===== config.mk =====
export PLATFORM = sky130hd
export DESIGN_NAME = tocu_top
export DESIGN_NICKNAME = d
export VERILOG_FILES = /design/src/pkg/tocu_pkg.sv /design/src/pkg/tocu_cmp_if.sv /design/src/hw/tocu_match.sv /design/src/hw/tocu_top.sv
export SDC_FILE = /design/constraint.sdc
export NUM_CORES = 1
export LEC_CHECK = 0
export ABC_CLOCK_PERIOD_IN_PS = 2950
export BUFFER_PORTS_ARGS = -buffer_cell sky130_fd_sc_hd__buf_2
export CAP_MARGIN = 20
export CORE_UTILIZATION = 35
export CTS_BUF_LIST = sky130_fd_sc_hd__clkbuf_4 sky130_fd_sc_hd__clkbuf_8
export DETAILED_ROUTE_END_ITERATION = 8
export GPL_TIMING_DRIVEN = 0
export MAX_ROUTING_LAYER = met4
export PLACE_DENSITY = 0.61
export SKIP_LAST_GASP = 1
export SLEW_MARGIN = 5
export SYNTH_ARGS = -nofsm -noshare
export SYNTH_HDL_FRONTEND = slang
export SYNTH_SLANG_ARGS = --single-unit

===== constraint.sdc =====
create_clock -name pclk -period 2.95 [get_ports pclk]
set_clock_uncertainty 0.1 [all_clocks]
set_input_delay 0.4425 -clock pclk [delete_from_list [all_inputs] [get_ports pclk]]
set_output_delay 0.4425 -clock pclk [all_outputs]
set_load 0.02 [all_outputs]

===== src/pkg/tocu_pkg.sv =====
/*
  tocu_pkg: register indices, field positions, reset values and the
  pin action coding of the timer output compare unit.
  Assumes a 32-bit APB slave where byte address = 4 * register index.
*/
package tocu_pkg;

  // channel count: four compare channels plus the shared fifth
  localparam int NCH = 5;

  // register indices; byte address is four times the index
  localparam logic [13:0] IDX_COUNT_HI   = 14'h100E;
  localparam logic [13:0] IDX_COUNT_LO   = 14'h100F;
  localparam logic [13:0] IDX_FORCE      = 14'h100B;
  localparam logic [13:0] IDX_CH1_MASK   = 14'h100C;
  localparam logic [13:0] IDX_CH1_DATA   = 14'h100D;
  localparam logic [13:0] IDX_PIN_CTL    = 14'h1020;
  localparam logic [13:0] IDX_IRQ_EN     = 14'h1022;
  localparam logic [13:0] IDX_FLAGS      = 14'h1023;
  localparam logic [13:0] IDX_SHARED_SEL = 14'h1026;
  // compare channels 1..4 and the shared capture/compare register
  localparam logic [13:0] IDX_CMP [NCH] = '{14'h1016, 14'h1018,
                                            14'h101A, 14'h101C,
                                            14'h101E};

  // reset values
  localparam logic [15:0] CMP_RESET   = 16'hFFFF;
  localparam logic [15:0] COUNT_RESET = 16'h0000;
  localparam logic [7:0]  BYTE_RESET  = 8'h00;

  // field positions
  localparam int FLAG_CMP1   = 7;  // compare ch1..4 in bits 7..4
  localparam int FLAG_SHARED = 3;
  localparam int FLAG_CAP1   = 2;  // capture ch1..3 in bits 2..0
  localparam int FORCE_LSB   = 3;  // force/mask bits live in 7..3
  localparam int SEL_BIT     = 2;  // shared channel select position
  localparam int STRB_HI     = 1;  // byte lane of the upper byte
  localparam int STRB_LO     = 0;

  // counter advances once every PRESCALE_LAST+1 bus clocks
  localparam logic [1:0] PRESCALE_LAST = 2'h3;

  // pin action coding per channel (mode bit, level bit)
  typedef enum logic [1:0] {
    TOCU_DISC   = 2'b00,
    TOCU_TOGGLE = 2'b01,
    TOCU_LOW    = 2'b10,
    TOCU_HIGH   = 2'b11
  } tocu_pin_mode_t;

  // new pin level for one action
  function automatic logic tocu_pin_next(input logic [1:0] code,
                                         input logic       cur);
    case (tocu_pin_mode_t'(code))
      TOCU_TOGGLE: tocu_pin_next = ~cur;
      TOCU_LOW:    tocu_pin_next = 1'b0;
      TOCU_HIGH:   tocu_pin_next = 1'b1;
      default:     tocu_pin_next = cur;
    endcase
  endfunction

endpackage


===== src/pkg/tocu_cmp_if.sv =====
/*
  tocu_cmp_if: carries the counter, compare values and match results
  between the unit's register side and its comparator bank.
  Assumes both ends run on the same bus clock.
*/
`timescale 1ns/10ps
interface tocu_cmp_if;
  logic        tick;               // counter advances this cycle
  logic [15:0] count_next;         // value the counter takes on tick
  logic [15:0] cmp [tocu_pkg::NCH];
  logic [4:0]  inhibit;            // upper-byte write just happened
  logic [4:0]  enable;             // channel runs its comparator
  logic [4:0]  match;              // bit 0 is channel 1

  modport ctrl (output tick, output count_next, output cmp,
                output inhibit, output enable, input match);
  modport bank (input tick, input count_next, input cmp,
                input inhibit, input enable, output match);
endinterface


===== src/hw/tocu_match.sv =====
/*
  tocu_match: one 16-bit comparator per channel, evaluated against
  the counter's next value so a match lines up with the increment.
  Assumes the parent supplies tick as a one-cycle enable.
*/
`timescale 1ns/10ps
module tocu_match (
  tocu_cmp_if.bank cmp_bus
);

  // equality gated by enable and by the upper-byte write inhibit
  function automatic logic hit(input logic [15:0] a,
                               input logic [15:0] b,
                               input logic        en,
                               input logic        inh);
    hit = en && !inh && (a == b);
  endfunction

  // evaluated only on counter steps so each value matches once
  always_comb begin
    for (int i = 0; i < tocu_pkg::NCH; i++) begin
      cmp_bus.match[i] = cmp_bus.tick &&
                         hit(cmp_bus.count_next, cmp_bus.cmp[i],
                             cmp_bus.enable[i], cmp_bus.inhibit[i]);
    end
  end

endmodule


===== src/hw/tocu_top.sv =====
/*
  tocu_top: output compare part of a 16-bit free-running timer with an
  APB register slave, forced compares, channel-1 mask/data pin control,
  pin action decoding, event flags and a channel interrupt request.
  Assumes pclk at 50 MHz, presetn asynchronous active low, capture
  inputs asynchronous to pclk.
*/
// Register access over APB was decided locally.
// Summary of operation
// each compare channel has a 16-bit read/write value, reset to FFFF
// writing a value's upper byte blocks that channel's compare a cycle
// software wanting coherency accesses the value as one 16-bit word
// counter equal to a channel value triggers its pin action
// forced compare acts on the pin but does not set the flag
// forced actions happen at the next counter increment
// force bits 7..3 are channels 1..5; zero writes ignored; reads zero
// software should not force a channel set to toggle
// channel-1 mask bits 7..3 pick pins PA7..PA3; low bits read zero
// channel-1 match drives data bits onto every masked pin
// counter readable, read-only, reset to zero
// reading the counter's upper byte latches the low byte for next read
// mode/level pair: 00 off, 01 toggle, 10 low, 11 high
// pin control holds channel 2..5 pairs in 7:6, 5:4, 3:2, 1:0
// fifth compare runs only while the shared select bit is clear
// interrupt requested when a flag and its enable are both set
// enable bit 3 follows whichever function the select bit picks
// enable register mirrors flag layout bit for bit, resets zero
// a flag clears only when a one is written to its position
// compare flag sets on every counter match
// capture flag sets on every detected input edge
// shared flag set by capture 4 or compare 5 per the select bit
// pin action taken on every match regardless of the flag
// channel 1 wins when it and another channel act on one pin
`timescale 1ns/10ps
module tocu_top (
  input  wire logic        pclk,
  input  wire logic        presetn,
  input  wire logic        psel,
  input  wire logic        penable,
  input  wire logic        pwrite,
  input  wire logic [15:0] paddr,
  input  wire logic [31:0] pwdata,
  input  wire logic [3:0]  pstrb,
  output logic      [31:0] prdata,
  output logic             pready,
  output logic             pslverr,
  input  wire logic [3:0]  capture_inputs,
  output logic      [4:0]  port_a_upper_pins,
  output logic      [4:0]  port_a_upper_oe,
  output logic             irq
);

  tocu_cmp_if cmp_bus ();

  logic [15:0] free_running_count;
  logic [15:0] cmp_val [tocu_pkg::NCH];
  logic [7:0]  pin_action_control;
  logic [7:0]  channel_interrupt_enable;
  logic [7:0]  channel_event_flags;
  logic [4:0]  ch1_pin_select_mask;
  logic [4:0]  ch1_pin_data;
  logic [4:0]  force_pend;
  logic [4:0]  force_wr;
  logic        shared_channel_select;
  logic [4:0]  inhibit;
  logic [1:0]  prescale;
  logic        tick;
  logic [7:0]  lo_latch;
  logic        lo_latch_valid;
  logic [3:0]  cap_s1;
  logic [3:0]  cap_s2;
  logic [3:0]  cap_s3;
  logic [3:0]  cap_edge;
  logic [4:0]  act;
  logic [4:0]  next_pins;
  logic [4:0]  next_oe;
  logic [31:0] next_rdata;
  logic        next_err;
  logic        setup;
  logic        done;
  logic        wr_done;
  logic [13:0] idx;

  // apb phases; the access phase always completes in one cycle
  assign setup   = psel && !penable;
  assign done    = psel && penable && pready;
  assign wr_done = done && pwrite;
  assign idx     = paddr[15:2];

  // prescale divider: one-cycle enable for each counter step
  always_ff @(posedge pclk or negedge presetn) begin
    if (!presetn) begin
      prescale <= 2'h0;
    end else begin
      prescale <= tick ? 2'h0 : prescale + 2'h1;
    end
  end
  assign tick = (prescale == tocu_pkg::PRESCALE_LAST);

  // free-running counter, never written by software
  always_ff @(posedge pclk or negedge presetn) begin
    if (!presetn) begin
      free_running_count <= tocu_pkg::COUNT_RESET;
    end else if (tick) begin
      free_running_count <= cmp_bus.count_next;
    end
  end

  // comparator bank hookup
  assign cmp_bus.tick       = tick;
  assign cmp_bus.count_next = free_running_count + 16'h0001;
  assign cmp_bus.cmp        = cmp_val;
  assign cmp_bus.inhibit    = inhibit;
  // fifth comparator idles while the shared register captures
  assign cmp_bus.enable     = {!shared_channel_select, 4'hF};

  tocu_match u_match (
    .cmp_bus (cmp_bus.bank)
  );

  // compare values; shared register also loads on capture 4
  always_ff @(posedge pclk or negedge presetn) begin
    if (!presetn) begin
      for (int i = 0; i < tocu_pkg::NCH; i++) begin
        cmp_val[i] <= tocu_pkg::CMP_RESET;
      end
      inhibit <= 5'h00;
    end else begin
      inhibit <= 5'h00;
      for (int i = 0; i < tocu_pkg::NCH; i++) begin
        // software writes are ignored while channel 5 acts as capture
        if (wr_done && idx == tocu_pkg::IDX_CMP[i] &&
            !(i == tocu_pkg::NCH - 1 && shared_channel_select)) begin
          if (pstrb[tocu_pkg::STRB_HI]) begin
            cmp_val[i][15:8] <= pwdata[15:8];
            inhibit[i]       <= 1'b1;
          end
          if (pstrb[tocu_pkg::STRB_LO]) begin
            cmp_val[i][7:0] <= pwdata[7:0];
          end
        end
      end
      if (shared_channel_select && cap_edge[3]) begin
        cmp_val[tocu_pkg::NCH-1] <= free_running_count;
      end
    end
  end

  // control registers; mask and data keep only bits 7..3
  always_ff @(posedge pclk or negedge presetn) begin
    if (!presetn) begin
      pin_action_control       <= tocu_pkg::BYTE_RESET;
      channel_interrupt_enable <= tocu_pkg::BYTE_RESET;
      ch1_pin_select_mask      <= 5'h00;
      ch1_pin_data             <= 5'h00;
      shared_channel_select    <= 1'b0;
    end else if (wr_done && pstrb[tocu_pkg::STRB_LO]) begin
      case (idx)
        tocu_pkg::IDX_PIN_CTL:
          pin_action_control <= pwdata[7:0];
        tocu_pkg::IDX_IRQ_EN:
          channel_interrupt_enable <= pwdata[7:0];
        tocu_pkg::IDX_CH1_MASK:
          ch1_pin_select_mask <= pwdata[7:tocu_pkg::FORCE_LSB];
        tocu_pkg::IDX_CH1_DATA:
          ch1_pin_data <= pwdata[7:tocu_pkg::FORCE_LSB];
        tocu_pkg::IDX_SHARED_SEL:
          shared_channel_select <= pwdata[tocu_pkg::SEL_BIT];
        default: ;
      endcase
    end
  end

  // write bits 7..3 reversed so channel 1 lands in bit 0
  assign force_wr = {<<{pwdata[7:tocu_pkg::FORCE_LSB]}};

  // force bits wait for the next counter step; a new write wins
  always_ff @(posedge pclk or negedge presetn) begin
    if (!presetn) begin
      force_pend <= 5'h00;
    end else begin
      force_pend <= (force_pend & {5{!tick}}) |
                    ((wr_done && pstrb[tocu_pkg::STRB_LO] &&
                      idx == tocu_pkg::IDX_FORCE) ?
                     force_wr : 5'h00);
    end
  end

  // capture inputs are asynchronous: two flops, then edge detect
  always_ff @(posedge pclk or negedge presetn) begin
    if (!presetn) begin
      cap_s1 <= 4'h0;
      cap_s2 <= 4'h0;
      cap_s3 <= 4'h0;
    end else begin
      cap_s1 <= capture_inputs;
      cap_s2 <= cap_s1;
      cap_s3 <= cap_s2;
    end
  end
  // rising edges only; edge selection lives elsewhere
  assign cap_edge = cap_s2 & ~cap_s3;

  // actions: real matches plus forces taken at the counter step
  assign act = cmp_bus.match | (force_pend & {5{tick}} &
               {!shared_channel_select, 4'hF});

  // pin levels: channels 2..5 first, then channel 1 overrides
  always_comb begin
    next_pins = port_a_upper_pins;
    next_oe   = port_a_upper_oe;
    for (int c = 1; c < tocu_pkg::NCH; c++) begin
      // channel c+1 owns pin bit 4-c, its pair at bits 7-2(c-1)
      if (act[c]) begin
        next_pins[4-c] = tocu_pkg::tocu_pin_next(
          pin_action_control[9-2*c -: 2], port_a_upper_pins[4-c]);
      end
      next_oe[4-c] = ch1_pin_select_mask[4-c] ||
                     (pin_action_control[9-2*c -: 2] != 2'b00 &&
                      !(c == tocu_pkg::NCH - 1 && shared_channel_select));
    end
    next_oe[4] = ch1_pin_select_mask[4];
    if (act[0]) begin
      // channel 1 applied last so it wins any shared pin
      next_pins = (next_pins & ~ch1_pin_select_mask) |
                  (ch1_pin_data & ch1_pin_select_mask);
    end
  end

  always_ff @(posedge pclk or negedge presetn) begin
    if (!presetn) begin
      port_a_upper_pins <= 5'h00;
      port_a_upper_oe   <= 5'h00;
    end else begin
      port_a_upper_pins <= next_pins;
      port_a_upper_oe   <= next_oe;
    end
  end

  // event flags: hardware set beats a same-cycle software clear
  always_ff @(posedge pclk or negedge presetn) begin
    if (!presetn) begin
      channel_event_flags <= tocu_pkg::BYTE_RESET;
    end else begin
      channel_event_flags <=
        (channel_event_flags &
         ~((wr_done && pstrb[tocu_pkg::STRB_LO] &&
            idx == tocu_pkg::IDX_FLAGS) ? pwdata[7:0] : 8'h00)) |
        {cmp_bus.match[0], cmp_bus.match[1],
         cmp_bus.match[2], cmp_bus.match[3],
         shared_channel_select ? cap_edge[3] : cmp_bus.match[4],
         cap_edge[0], cap_edge[1], cap_edge[2]};
    end
  end

  // interrupt: bit 3 enable serves whichever shared function is live
  always_ff @(posedge pclk or negedge presetn) begin
    if (!presetn) begin
      irq <= 1'b0;
    end else begin
      irq <= |(channel_event_flags & channel_interrupt_enable);
    end
  end

  // read mux; values sampled in the setup cycle
  always_comb begin
    next_rdata = 32'h0000_0000;
    next_err   = 1'b0;
    case (idx)
      tocu_pkg::IDX_COUNT_HI: next_rdata[15:0] = free_running_count;
      tocu_pkg::IDX_COUNT_LO:
        next_rdata[7:0] = lo_latch_valid ? lo_latch
                                         : free_running_count[7:0];
      tocu_pkg::IDX_FORCE:      next_rdata = 32'h0000_0000;
      tocu_pkg::IDX_CH1_MASK:   next_rdata[7:3] = ch1_pin_select_mask;
      tocu_pkg::IDX_CH1_DATA:   next_rdata[7:3] = ch1_pin_data;
      tocu_pkg::IDX_PIN_CTL:    next_rdata[7:0] = pin_action_control;
      tocu_pkg::IDX_IRQ_EN:     next_rdata[7:0] = channel_interrupt_enable;
      tocu_pkg::IDX_FLAGS:      next_rdata[7:0] = channel_event_flags;
      tocu_pkg::IDX_SHARED_SEL:
        next_rdata[tocu_pkg::SEL_BIT] = shared_channel_select;
      default: begin
        next_err = 1'b1;
        for (int i = 0; i < tocu_pkg::NCH; i++) begin
          if (idx == tocu_pkg::IDX_CMP[i]) begin
            next_rdata[15:0] = cmp_val[i];
            next_err         = 1'b0;
          end
        end
      end
    endcase
  end

  // apb answer: one wait-free access phase after each setup
  always_ff @(posedge pclk or negedge presetn) begin
    if (!presetn) begin
      prdata  <= 32'h0000_0000;
      pready  <= 1'b0;
      pslverr <= 1'b0;
    end else begin
      pready <= setup;
      if (setup) begin
        prdata  <= pwrite ? 32'h0000_0000 : next_rdata;
        pslverr <= next_err;
      end else begin
        pslverr <= 1'b0;
      end
    end
  end

  // low-byte latch lives for exactly one following transfer
  always_ff @(posedge pclk or negedge presetn) begin
    if (!presetn) begin
      lo_latch       <= 8'h00;
      lo_latch_valid <= 1'b0;
    end else begin
      if (setup && !pwrite && idx == tocu_pkg::IDX_COUNT_HI) begin
        lo_latch <= free_running_count[7:0];
      end
      if (done) begin
        lo_latch_valid <= !pwrite && idx == tocu_pkg::IDX_COUNT_HI;
      end
    end
  end
endmodule


==> results.md <==
- Fin Hold WS: 76.6 ps
- Asr flop ratio synth: 1.00
- TritonCTS Sinks: 193
- Outcome: complete, but fails checks
- Clock latency on the worst-skew pair: 510 ps
- Crit path DAT: 3330 ps
- Max-Cap Viols: 0
- Cell taking the most area after synthesis: dfrtp_1
- Yosys top cell area share: 0.253
- Synth Instances: 1,059
- Post-route ant nets: 0
- Sequential-to-total area share from yosys stat: 0.441
- Number of top-level pins: 106
- Final min period: 3030 ps
- Pwr dens: 355 nW/um2
- Worst Hold End: cmp_bus.cmp[58]$_DFFE_PN1P_
- Core area: 31,500 um2
- Final Cycle Share: 1.03
- Rows: 65
- Hold path depth: 3
- Slew headroom: 0.337
- Failing checks: setup timing
- Setup ws final: -79.1 ps
- RR Endpoint: port_a_upper_pins[3]$_DFF_PN0_
- Yosys Warn Count: 0
- Crit Path Category: reg2reg
- VDD IR max: 323 uV
- Crit start category: flop
- Total number of vias: 9,244
- Max FO, Critical Path: 4
- CP max stage cell: or4_4
- Syn-to-layout area delta: 20.6%
- Main area contributors after synthesis: dfrtp_1, dfstp_2, mux2_2
- Iter 0 DRT Violations: 842
- Fin area: 13,500 um2
- Commonest cells after routing, fill and taps aside: nand2_1, dfrtp_1, mux2_2
- Crit path required time: 3260 ps
- Initial antenna violation count: 1
- Netlist cell types: 86
- Via density: 5.69
- CP bufs+invs: 3
- DP HPWL: 27,200 um
- Clk slew on worst S/H paths: 120 ps
- Hold Vio Cnt, Final: 0
- Total GRT Usage: 0.237
- Worst R2R Start: free_running_count[0]$_DFFE_PN0P_
- Hold Crit Start: pwdata[10]
- TritonCTS clock tree: done
- First-pass GRT wire length: 56,000 um
- Syn avg cell area: 10.6 um2
- # setup viols final: 2
- Number of nets in the layout: 1,273
- Placer Congestion: 0.965
- # fillers: 2,942
- Commonest non-fill, non-tap cell in the layout: nand2_1
- Clock Tree Buf Depth: 2
- Leak: 5.82 nW
- Placed Area: 12,200 um2
- Max H-tree Level: 4
- Synthesized flop and latch total: 193
- Largest stage delay, worst path: 530 ps
- FF-to-FF path depth: 12
- Final slew viol count: 0
- R2R setup slack: -80 ps
- CP Capture Type: flop
- Max Freq: 330 MHz
- CP top delay family: simple AND/OR/NAND/NOR gates
- Gr ovfl total: 0
- Mapped cell area: 11,200 um2
- Number of buffers created by CTS: 17
- Die area: 32,600 um2
- Largest net degree at the start of global routing: 87
- DRC viols: 0
- Ys flop type: dfrtp_1
- Least-Margin Pin Slew: 988 ps
- Die H: 181 um
- Die Span X: 181 um
- Number of global-route vias before repair: 8,784
- Crit-path cells: ha_4 > nand4_1 > buf_6 > buf_6 > nor2_4 > xnor3_1 > a2111oi_2 > nand4_1 > buf_6 > or4_4 > a21oi_2 > o31ai_1
- Layout cells sized above 1: 0.363
- Clk root buf: clkbuf_8
- PortBufs: 69
- RSZ-0062 raised after global routing: yes
- EDFF count, synth: 0
- Final wirelength: 37,300 um
- Hold Path Class: in2reg
- Initial Util: 0.355
- Wire per inst: 22.9 um
- Cell mode on critical path: buf_6
- TritonRoute pass-1 iters: 8
cells in the mapped netlist (4+ instances only):
| library cell | number |
|---|---|
| nor4_2 | 8 |
| and3_1 | 8 |
| dfrtp_1 | 113 |
| inv_1 | 22 |
| mux2_2 | 94 |
| nor3b_1 | 5 |
| o211ai_1 | 4 |
| nor2_1 | 42 |
| xnor3_1 | 16 |
| dfstp_2 | 80 |
| clkbuf_1 | 37 |
| a222oi_1 | 9 |
| nor3_2 | 5 |
| xnor2_1 | 59 |
| or3_1 | 10 |
| nor3_1 | 9 |
| a31oi_1 | 8 |
| mux4_2 | 5 |
| mux2i_1 | 16 |
| a41o_1 | 4 |
| o21ai_0 | 39 |
| buf_1 | 5 |
| and2_1 | 5 |
| buf_4 | 20 |
| nor2b_1 | 10 |
| nand4_1 | 12 |
| xor2_1 | 28 |
| a221oi_1 | 12 |
| nand3_1 | 27 |
| or4_1 | 5 |
| o31ai_1 | 8 |
| o2111ai_1 | 5 |
| a21oi_1 | 39 |
| buf_2 | 20 |
| nand2_1 | 137 |
| nand3b_1 | 13 |
| a211oi_1 | 11 |
| a22o_1 | 4 |
| and4_1 | 4 |
| a22oi_1 | 11 |
| nand2b_1 | 9 |
| nor4_1 | 10 |
| o21ai_1 | 7 |
worst max-delay path by stage:
stage / slack (ps) / depth (start not counted) / endpoint / start
3_3_place_gp: -1930 / 1 / prdata[13]$_DFFE_PN0P_ / presetn
3_5_place_dp: -1020 / 8 / lo_latch[7]$_DFFE_PN0P_ / paddr[11]
2_1_floorplan: 8 / 11 / flop / free_running_count[1]$_DFFE_PN0P_
5_1_grt: -230 / 12 / port_a_upper_pins[3]$_DFF_PN0_ / free_running_count[0]$_DFFE_PN0P_
6_report: -80 / 12 / port_a_upper_pins[3]$_DFF_PN0_ / free_running_count[0]$_DFFE_PN0P_
4_1_cts: -140 / 12 / port_a_upper_pins[2]$_DFF_PN0_ / free_running_count[0]$_DFFE_PN0P_
worst register-to-register path: cells and delay by family, from the launching register on:
kind,cells,cell delay [ps]
AO/OA/AOI/OAI,3,490
XOR/XNOR,1,240
adder cells (fa/ha/maj),1,180
buffers and inverters,3,500
flip-flops,1,430
AND/OR/NAND/NOR,4,1000
state kept, by name (all words and copies together) (netlist names), named ones only:
name	flops
port_a_upper_pins	4
cap_s3	4
irq	1
lo_latch	8
cmp_bus.cmp	80
channel_interrupt_enable	8
pin_action_control	8
prdata	16
ch1_pin_data	5
channel_event_flags	8
free_running_count	16
ch1_pin_select_mask	5
port_a_upper_oe	5
force_pend	5
prescale	2
cap_s1	4
shared_channel_select	1
lo_latch_valid	1
pslverr	1
cap_s2	4
cmp_bus.inhibit	5
pready	1
repair_timing:
action                                  in CTS  in global routing
hold buffers                                 5                  0
endpoints found under the setup margin      57                 18
cloned                                       1                  0
resized for setup                           62                 33
pin swaps                                   29                 23
setup buffers                               25                 13
hold endpoints to repair                    42                  0
logic make-up after synthesis:
logic type / after synthesis / synth area share
compound gates: 191 / 0.117
buf+inv: 106 / 0.0447
fa+ha+maj: 3 / 0.00314
xor+xnor: 105 / 0.104
simple gates: 344 / 0.169
mux: 116 / 0.120
other cells: 1 / 0.000336
flops: 193 / 0.441
final cells by class:
class / instances / area, um2 / area share
multi-input combinational: 775 / 6250 / 0.464
sequential: 193 / 4930 / 0.366
timing repair buffer: 120 / 832 / 0.0617
tap: 402 / 503 / 0.0373
buffer: 80 / 430 / 0.0319
clock buffer: 17 / 234 / 0.0174
clock inverter: 15 / 206 / 0.0153
inverter: 23 / 86.3 / 0.00640
antenna: 1 / 2.50 / 0.000186
power breakdown:
| group | total [W] | switching, W | internal [W] | leakage, nW |
|---|---|---|---|---|
| sequential | 0.00266 | 0.00000353 | 0.00266 | 2.31 |
| clock | 0.00187 | 0.00120 | 0.000671 | 0.216 |
| combinational | 0.000249 | 0.000178 | 0.0000705 | 3.30 |
| total | 0.00478 | 0.00138 | 0.00340 | 5.82 |
per-layer routing:
layer / GRT usage / part of all wire / up-vias
met1: 0.303 / 0.42 / 4658
met2: 0.378 / 0.48 / 406
met5: - / 0 / -
met4: 0.0899 / 0.037 / 0
li1: - / - / 4096
met3: 0.0352 / 0.060 / 84
metrics by stage:
step                cells  TNS (ps)  worst slack, ps  power, W  utilization
floorplan            1074         0             7.83   0.00280            -
global placement     1545   -339290            -1930   0.00294        0.384
detailed placement   1550    -53030            -1020   0.00295        0.388
global route         1626      -633             -226   0.00494        0.428
finish               1626      -100            -79.1   0.00478        0.428
CTS                  1611      -417             -137   0.00481        0.419
Note: power is estimated with default switching activity, not from simulation.
